### src/rtl/idx_pkg.sv
// shared constants for the indexed operand address decoder
// assumes a 12-bit data address space and 16-bit instruction words
package idx_pkg;
    localparam int ADDR_W = 12;
    localparam int DATA_W = 8;
    // register byte addresses on the axi4-lite slave
    localparam logic [7:0] OFS_CTRL = 8'h00;
    localparam logic [7:0] OFS_FRAME = 8'h04;
    localparam logic [7:0] OFS_BANK = 8'h08;
    localparam logic [7:0] OFS_WREG = 8'h0C;
    localparam logic [7:0] OFS_OPCODE = 8'h10;
    localparam logic [7:0] OFS_MEMIN = 8'h14;
    localparam logic [7:0] OFS_ADDR = 8'h18;
    localparam logic [7:0] OFS_RESULT = 8'h1C;
    // ctrl register fields
    localparam int CTRL_EXT_BIT = 0;
    // result register fields
    localparam int RES_DATA_LSB = 0;
    localparam int RES_WE_BIT = 8;
    localparam int RES_WW_BIT = 9;
    localparam int RES_FLAG_LSB = 16;
    // offset threshold and access bank split
    localparam logic [7:0] IDX_LIMIT = 8'h5F;
    localparam logic [7:0] ACC_SPLIT = 8'h60;
    localparam logic [3:0] ACC_HIGH_BANK = 4'hF;
    localparam logic [11:0] FRAME_RST = 12'h000;
    localparam logic [7:0] FILL_ONES = 8'hFF;
    // opcode match values on the upper bits
    localparam logic [5:0] OP_ADDW = 6'h09; // 0010 01
    localparam logic [3:0] OP_BITSET = 4'h8; // 1000
    localparam logic [6:0] OP_FILL = 7'h34; // 0110 100
    // flag bit positions: neg, ovf, zero, digit carry, carry
    localparam int FL_C = 0;
    localparam int FL_DC = 1;
    localparam int FL_Z = 2;
    localparam int FL_OV = 3;
    localparam int FL_N = 4;
    localparam logic [1:0] AXI_OKAY = 2'h0;
    localparam logic [1:0] AXI_SLVERR = 2'h2;
endpackage

### src/rtl/idx_exec.sv
// operand address formation and execution for one decoded instruction
// assumes a registered instruction word, frame pointer and memory byte
`timescale 1ns/1ps
`default_nettype none
module idx_exec
    import idx_pkg::*;
(
    input wire logic ext_en,
    input wire logic [15:0] opcode,
    input wire logic [11:0] frame_ptr,
    input wire logic [3:0] bank_sel,
    input wire logic [7:0] wreg,
    input wire logic [7:0] mem_in,
    input wire logic [4:0] flags_in,
    output logic [11:0] addr,
    output logic [7:0] result,
    output logic mem_we,
    output logic w_we,
    output logic [4:0] flags_out
);
    logic [7:0] f;
    logic acc;
    logic [8:0] sum;
    logic [4:0] lo;
    // address path
    always_comb
    begin
        f = opcode[7:0];
        acc = opcode[8];
        if (acc)
            addr = {bank_sel, f};
        else if (ext_en && f <= IDX_LIMIT)
            addr = 12'(frame_ptr + {4'h0, f});
        else if (f < ACC_SPLIT)
            addr = {4'h0, f};
        else
            addr = {ACC_HIGH_BANK, f};
    end
    // data path for the three indexed forms
    always_comb
    begin
        sum = {1'b0, wreg} + {1'b0, mem_in};
        lo = {1'b0, wreg[3:0]} + {1'b0, mem_in[3:0]};
        result = mem_in;
        mem_we = 1'b0;
        w_we = 1'b0;
        flags_out = flags_in;
        if (opcode[15:10] == OP_ADDW)
        begin
            result = sum[7:0];
            mem_we = opcode[9];
            w_we = ~opcode[9];
            flags_out[FL_C] = sum[8];
            flags_out[FL_DC] = lo[4];
            flags_out[FL_Z] = (sum[7:0] == 8'h00);
            flags_out[FL_N] = sum[7];
            flags_out[FL_OV] = (wreg[7] == mem_in[7]) && (sum[7] != wreg[7]);
        end
        else if (opcode[15:12] == OP_BITSET)
        begin
            result = mem_in | (8'h01 << opcode[11:9]);
            mem_we = 1'b1;
        end
        else if (opcode[15:9] == OP_FILL)
        begin
            result = FILL_ONES;
            mem_we = 1'b1;
        end
    end
endmodule
`default_nettype wire

### src/rtl/idx_decode_top.sv
// axi4-lite wrapper around the indexed operand address decoder
// assumes one clock, synchronous active-high reset, one access at a time
//
// Decided for this implementation: the AXI4-Lite register port and the placing of the registers.
`timescale 1ns/1ps
`default_nettype none
module idx_decode_top
    import idx_pkg::*;
(
    input wire logic I_MCLK,
    input wire logic I_RST,
    input wire logic [7:0] I_AWADDR,
    input wire logic I_AWVALID,
    output logic O_AWREADY,
    input wire logic [31:0] I_WDATA,
    input wire logic [3:0] I_WSTRB,
    input wire logic I_WVALID,
    output logic O_WREADY,
    output logic [1:0] O_BRESP,
    output logic O_BVALID,
    input wire logic I_BREADY,
    input wire logic [7:0] I_ARADDR,
    input wire logic I_ARVALID,
    output logic O_ARREADY,
    output logic [31:0] O_RDATA,
    output logic [1:0] O_RRESP,
    output logic O_RVALID,
    input wire logic I_RREADY
);
    typedef struct packed {
        logic aw_got;
        logic w_got;
        logic [7:0] aw;
        logic [31:0] wd;
        logic [3:0] ws;
        logic awready;
        logic wready;
        logic bvalid;
        logic [1:0] bresp;
        logic arready;
        logic rvalid;
        logic [1:0] rresp;
        logic [31:0] rdata;
        logic ext;
        logic [11:0] frame;
        logic [3:0] bank;
        logic [7:0] wreg;
        logic [15:0] op;
        logic [7:0] mem;
        logic [4:0] flags;
        logic [11:0] addr;
        logic [7:0] res;
        logic mwe;
        logic wwe;
    } state_t;

    state_t s_q;
    state_t s_d;
    logic [11:0] x_addr;
    logic [7:0] x_res;
    logic x_mwe;
    logic x_wwe;
    logic [4:0] x_flags;

    // execution of the held instruction, combinational in one cycle
    idx_exec u_exec (
        .ext_en(s_q.ext),
        .opcode(s_q.op),
        .frame_ptr(s_q.frame),
        .bank_sel(s_q.bank),
        .wreg(s_q.wreg),
        .mem_in(s_q.mem),
        .flags_in(s_q.flags),
        .addr(x_addr),
        .result(x_res),
        .mem_we(x_mwe),
        .w_we(x_wwe),
        .flags_out(x_flags)
    );

    function automatic logic [31:0] wmerge(input logic [31:0] old,
        input logic [31:0] nw, input logic [3:0] st);
        logic [31:0] r;
        r = old;
        for (int i = 0; i < 4; i++)
            if (st[i])
                r[i*8 +: 8] = nw[i*8 +: 8];
        return r;
    endfunction

    // next state: bus handshake, register writes, execution capture
    always_comb
    begin
        logic [31:0] m;
        logic hit;
        m = 32'h0000_0000;
        hit = 1'b0;
        s_d = s_q;
        // one-cycle execution result every clock
        s_d.addr = x_addr;
        s_d.res = x_res;
        s_d.mwe = x_mwe;
        s_d.wwe = x_wwe;
        s_d.awready = 1'b0;
        s_d.wready = 1'b0;
        s_d.arready = 1'b0;
        if (I_AWVALID && !s_q.aw_got && !s_q.awready && !s_q.bvalid)
        begin
            s_d.awready = 1'b1;
            s_d.aw_got = 1'b1;
            s_d.aw = I_AWADDR;
        end
        if (I_WVALID && !s_q.w_got && !s_q.wready && !s_q.bvalid)
        begin
            s_d.wready = 1'b1;
            s_d.w_got = 1'b1;
            s_d.wd = I_WDATA;
            s_d.ws = I_WSTRB;
        end
        if (s_q.aw_got && s_q.w_got && !s_q.bvalid)
        begin
            s_d.aw_got = 1'b0;
            s_d.w_got = 1'b0;
            s_d.bvalid = 1'b1;
            s_d.bresp = AXI_OKAY;
            case (s_q.aw)
                OFS_CTRL:
                begin
                    m = wmerge({31'h0, s_q.ext}, s_q.wd, s_q.ws);
                    s_d.ext = m[CTRL_EXT_BIT];
                end
                OFS_FRAME:
                begin
                    m = wmerge({20'h0, s_q.frame}, s_q.wd, s_q.ws);
                    s_d.frame = m[11:0];
                end
                OFS_BANK:
                begin
                    m = wmerge({28'h0, s_q.bank}, s_q.wd, s_q.ws);
                    s_d.bank = m[3:0];
                end
                OFS_WREG:
                begin
                    m = wmerge({19'h0, s_q.flags, s_q.wreg}, s_q.wd, s_q.ws);
                    s_d.wreg = m[7:0];
                    s_d.flags = m[12:8];
                end
                OFS_OPCODE:
                begin
                    m = wmerge({16'h0, s_q.op}, s_q.wd, s_q.ws);
                    s_d.op = m[15:0];
                end
                OFS_MEMIN:
                begin
                    m = wmerge({24'h0, s_q.mem}, s_q.wd, s_q.ws);
                    s_d.mem = m[7:0];
                end
                default: s_d.bresp = AXI_SLVERR;
            endcase
        end
        else if (s_q.bvalid && I_BREADY)
            s_d.bvalid = 1'b0;
        // commit: the decoded write lands in w or memory image on request
        if (s_q.bvalid && I_BREADY && s_q.aw == OFS_RESULT)
        begin
            if (s_q.wwe)
                s_d.wreg = s_q.res;
            if (s_q.mwe)
                s_d.mem = s_q.res;
            s_d.flags = x_flags;
        end
        if (s_q.aw_got && s_q.w_got && !s_q.bvalid && s_q.aw == OFS_RESULT)
            s_d.bresp = AXI_OKAY;
        // read channel: data are answered the cycle after the address
        // handshake, never alongside ready
        if (I_ARVALID && !s_q.arready && !s_q.rvalid)
        begin
            s_d.arready = 1'b1;
            hit = 1'b1;
            case (I_ARADDR)
                OFS_CTRL: s_d.rdata = {31'h0, s_q.ext};
                OFS_FRAME: s_d.rdata = {20'h0, s_q.frame};
                OFS_BANK: s_d.rdata = {28'h0, s_q.bank};
                OFS_WREG: s_d.rdata = {19'h0, s_q.flags, s_q.wreg};
                OFS_OPCODE: s_d.rdata = {16'h0, s_q.op};
                OFS_MEMIN: s_d.rdata = {24'h0, s_q.mem};
                OFS_ADDR: s_d.rdata = {20'h0, s_q.addr};
                OFS_RESULT: s_d.rdata = {11'h0, x_flags, 6'h00, s_q.wwe,
                    s_q.mwe, s_q.res};
                default:
                begin
                    s_d.rdata = 32'h0000_0000;
                    hit = 1'b0;
                end
            endcase
            s_d.rresp = hit ? AXI_OKAY : AXI_SLVERR;
        end
        else if (s_q.arready)
            s_d.rvalid = 1'b1;
        else if (s_q.rvalid && I_RREADY)
            s_d.rvalid = 1'b0;
    end

    // state register
    always_ff @(posedge I_MCLK)
    begin
        if (I_RST)
        begin
            s_q <= '0;
            s_q.frame <= FRAME_RST;
        end
        else
            s_q <= s_d;
    end

    assign O_AWREADY = s_q.awready;
    assign O_WREADY = s_q.wready;
    assign O_BVALID = s_q.bvalid;
    assign O_BRESP = s_q.bresp;
    assign O_ARREADY = s_q.arready;
    assign O_RVALID = s_q.rvalid;
    assign O_RRESP = s_q.rresp;
    assign O_RDATA = s_q.rdata;
endmodule
`default_nettype wire

### config.mk
export PLATFORM = sky130hd
export DESIGN_NAME = idx_decode_top
export DESIGN_NICKNAME = d
export VERILOG_FILES = /design/src/rtl/idx_pkg.sv /design/src/rtl/idx_exec.sv /design/src/rtl/idx_decode_top.sv
export SDC_FILE = /design/constraint.sdc
export NUM_CORES = 1
export LEC_CHECK = 0
export BUFFER_PORTS_ARGS = -buffer_cell sky130_fd_sc_hd__buf_2
export CORE_UTILIZATION = 52
export DETAILED_ROUTE_END_ITERATION = 8
export PLACE_DENSITY = 0.77
export SLEW_MARGIN = 20
export SYNTH_ARGS = -nofsm -noshare
export SYNTH_HDL_FRONTEND = slang
export SYNTH_SLANG_ARGS = --single-unit
### constraint.sdc
create_clock -name I_MCLK -period 2.6 [get_ports I_MCLK]
set_clock_uncertainty 0.05 [all_clocks]
set_input_delay 0.26 -clock I_MCLK [delete_from_list [all_inputs] [get_ports I_MCLK]]
set_output_delay 0.26 -clock I_MCLK [all_outputs]
set_load 0.03 [all_outputs]
==> flow_summary.yaml <==
sta:
  slew_violations: 0
  hold_violations: 0
  setup_viol: 0
  fin_crit_sh_pct: 96.7
  worst_hold_slack_ns: 0.0167
  max_freq_mhz: 398
  relSlewSlack_pct: 50.4
  rsz0062_at_grt: "no"
  period_needed_ns: 2.51
  worstMarginPinSlew_ns: 0.744
logic_synthesis:
  synth_edf_count: 0
  synth.avg_cell_area_um2: 8.35
  yosysTopAreaCellShare_pct: 39.8
  ys_types: 65
  syn-cell-area_um2: 6630
  synth_flop_cell: "dfxtp_1"
  yosys_warnings: 0
  synthTopCellsByCount: "dfxtp_1, nand2_1, nor2_1"
  synth_top_area_cell: "dfxtp_1"
  async_flop_share_pct: 0
  ys_ff_latch: 132
  seq_area_frac_synth_pct: 39.8
  synth_area_leaders: "dfxtp_1, nand2_1, mux2i_1"
  synth_cells: 794
  yosysMostFrequentCell: "dfxtp_1"
worst_hold_path:
  hold_path_depth: 3
  holdPathEnd: "s_q[135]"
  hp-class: "primary input to flip-flop"
  hp-start: "I_WDATA[14]"
cts:
  clock_sinks: 132
  numCtsBuffers: 17
  insertion_delay_ns: 0.43
  ctsHoldBuffers: 0
  root_buffer: "clkbuf_16"
  cts_buffer_depth: 2
  postCtsSetupBuffers: 0
  cts_tree: "built"
  cts_htree_levels: 4
  clk_pin_slew_worst_paths_ns: 0.06
global_routing:
  grt_overflow: 0
  antenna_found_initial: 0
  grt_pass1_vias: 5402
  track_usage_pct: 27.1
  grt_max_degree: 74
  grt_pass1_wl_mm: 27.6
floorplanning:
  initial_core_util_pct: 54.3
  rows: 40
  die_area_um2: 13200
  ios: 100
  die_h_um: 115
  die_w_um: 115
  core_um2: 12200
critical_path:
  r2r_start: "s_q[51]"
  critPathRequiredTime_ns: 2.91
  rrSetupSlack_ns: 0.09
  r2r-end: "s_q[24]"
  worstPathArrival_ns: 2.82
  start_kind: "flip-flop"
  crit_path_max_fanout: 2
  crit_type: "flip-flop to flip-flop"
  worstSetupEndpointType: "flip-flop"
  r2r_cells: 8
drt:
  viasPerCell: 5.76
  vias: 5901
  wl_per_cell_um: 16.7
  drcViolationCount: 0
  drtIter0Drc: 403
  drtAntennaViolNets: 0
  totalWireLength_mm: 17.1
  drt_first_pass_iters: 6
status:
  status: "complete, no violations"
job:
  cap_violations: 0
power:
  p_leak_nw: 3.29
  worst_ir_drop_vdd_mv: 0.532
  p_per_area_nw_per_um2: 646
finish:
  design_area_um2: 7650
  drive_gt1_share_pct: 17.5
  antennaDiodeCount: 0
  layout.nets: 920
  area_growth_pct: 15.4
placed_design:
  gp_congestion: 0.908
  numPortBuffers: 68
  place_area_um2: 7000
  place_hpwl_mm: 12.4
-- critical path, cell delays in order, from the launching register on --
cell and delay, ns:
dfxtp_1 0.34, ha_2 0.18, inv_1 0.05, fa_1 0.39, xnor2_1 0.16, or3b_1 0.38
or4_1 0.40, o41a_1 0.36, a22oi_2 0.15
-- per-layer routing --
metal | routed length (µm) | GRT usage [%]
met1 | 7520 | 35.6
met5 | 0 | 0
met2 | 7920 | 43.7
met4 | 504 | 11.9
met3 | 1100 | 4.96
-- power by group --
group | switching (mW) | leakage (nW) | internal [mW]
sequential | 0.0544 | 1.07 | 2.07
combinational | 0.185 | 1.92 | 0.0877
clock | 0.904 | 0.297 | 1.65
total | 1.14 | 3.29 | 3.80
-- cells in the final DEF (no fill, tap or decap), types with 4 or more instances in the layout --
master | netlist | layout
inv_1 | 9 | 9
a222oi_1 | 7 | 7
a221oi_1 | 4 | 4
nor3_1 | 11 | 11
xnor2_1 | 8 | 8
clkbuf_16 | 0 | 17
nor2_1 | 84 | 84
o21a_1 | 5 | 5
buf_2 | 6 | 67
nand4_1 | 5 | 5
bufinv_16 | 0 | 4
nor4_1 | 6 | 6
conb_1 | 1 | 13
buf_4 | 36 | 30
a211oi_1 | 26 | 26
nor2b_1 | 8 | 8
a21o_1 | 16 | 16
nand3_1 | 23 | 23
clkinvlp_4 | 0 | 5
a31oi_1 | 8 | 8
nand2_1 | 124 | 124
nand3b_1 | 4 | 4
and3_1 | 4 | 4
a21oi_1 | 81 | 79
dfxtp_1 | 132 | 132
mux2i_1 | 45 | 45
o21ai_0 | 8 | 8
ha_1 | 16 | 15
a22oi_1 | 18 | 18
-- repair_timing --
| action | in CTS | in global routing |
|---|---|---|
| endpoints found under the setup margin | 2 | 2 |
| pin swaps | 2 | 1 |
| resized for setup | 1 | 4 |
-- final cells by class --
type / instances / area (µm²)
clock buffers: 19 / 453
clock inverters: 13 / 181
fillers: 1100 / 4560
inverters: 10 / 37.5
multi-input cells: 585 / 3570
flip-flops and latches: 132 / 2640
well taps: 168 / 210
repair buffers: 97 / 561
-- registers in the layout (all words and copies together) (netlist names) --
| register | count |
|---|---|
| s_q | 104 |
| O_RDATA | 21 |
| O_WREADY | 1 |
| O_RVALID | 1 |
| O_BRESP | 1 |
| O_ARREADY | 1 |
| O_RRESP | 1 |
| O_AWREADY | 1 |
| O_BVALID | 1 |
-- how the worst max path moves through the flow --
stage                  from  slack, ns      end
global route        s_q[27]       0.01  s_q[24]
detailed placement  s_q[27]      -0.04  s_q[24]
global placement    s_q[27]      -0.02  s_q[24]
CTS                 s_q[27]       0.05  s_q[24]
floorplan           s_q[27]       0.05  s_q[24]
finish              s_q[51]       0.09  s_q[24]
-- stage by stage --
step	util, %	setup slack [ns]	cells	setup TNS [ns]	power, mW
detailed placement	57.3	-0.0443	992	-0.0594	2.43
global route	62.7	0.0114	1024	0	5.09
finish	62.7	0.0857	1024	0	4.94
CTS	62.6	0.0508	1024	0	4.96
floorplan	-	0.0481	806	0	2.35
global placement	57.3	-0.0188	992	-0.0188	2.43
-- cell families after synthesis --
logic type                 after synthesis  synth area share [%]
AOI/OAI and AO/OA                      201                  19.9
adders and majority gates               18                  3.62
xor gates and xnor gates                10                  1.32
and+or+nand+nor                        296                  20.8
muxes                                   47                  7.13
DFF                                    132                  39.8
buffers and inverters                   89                  7.30
other                                    1                0.0565
(Power assumes the default switching activity.)
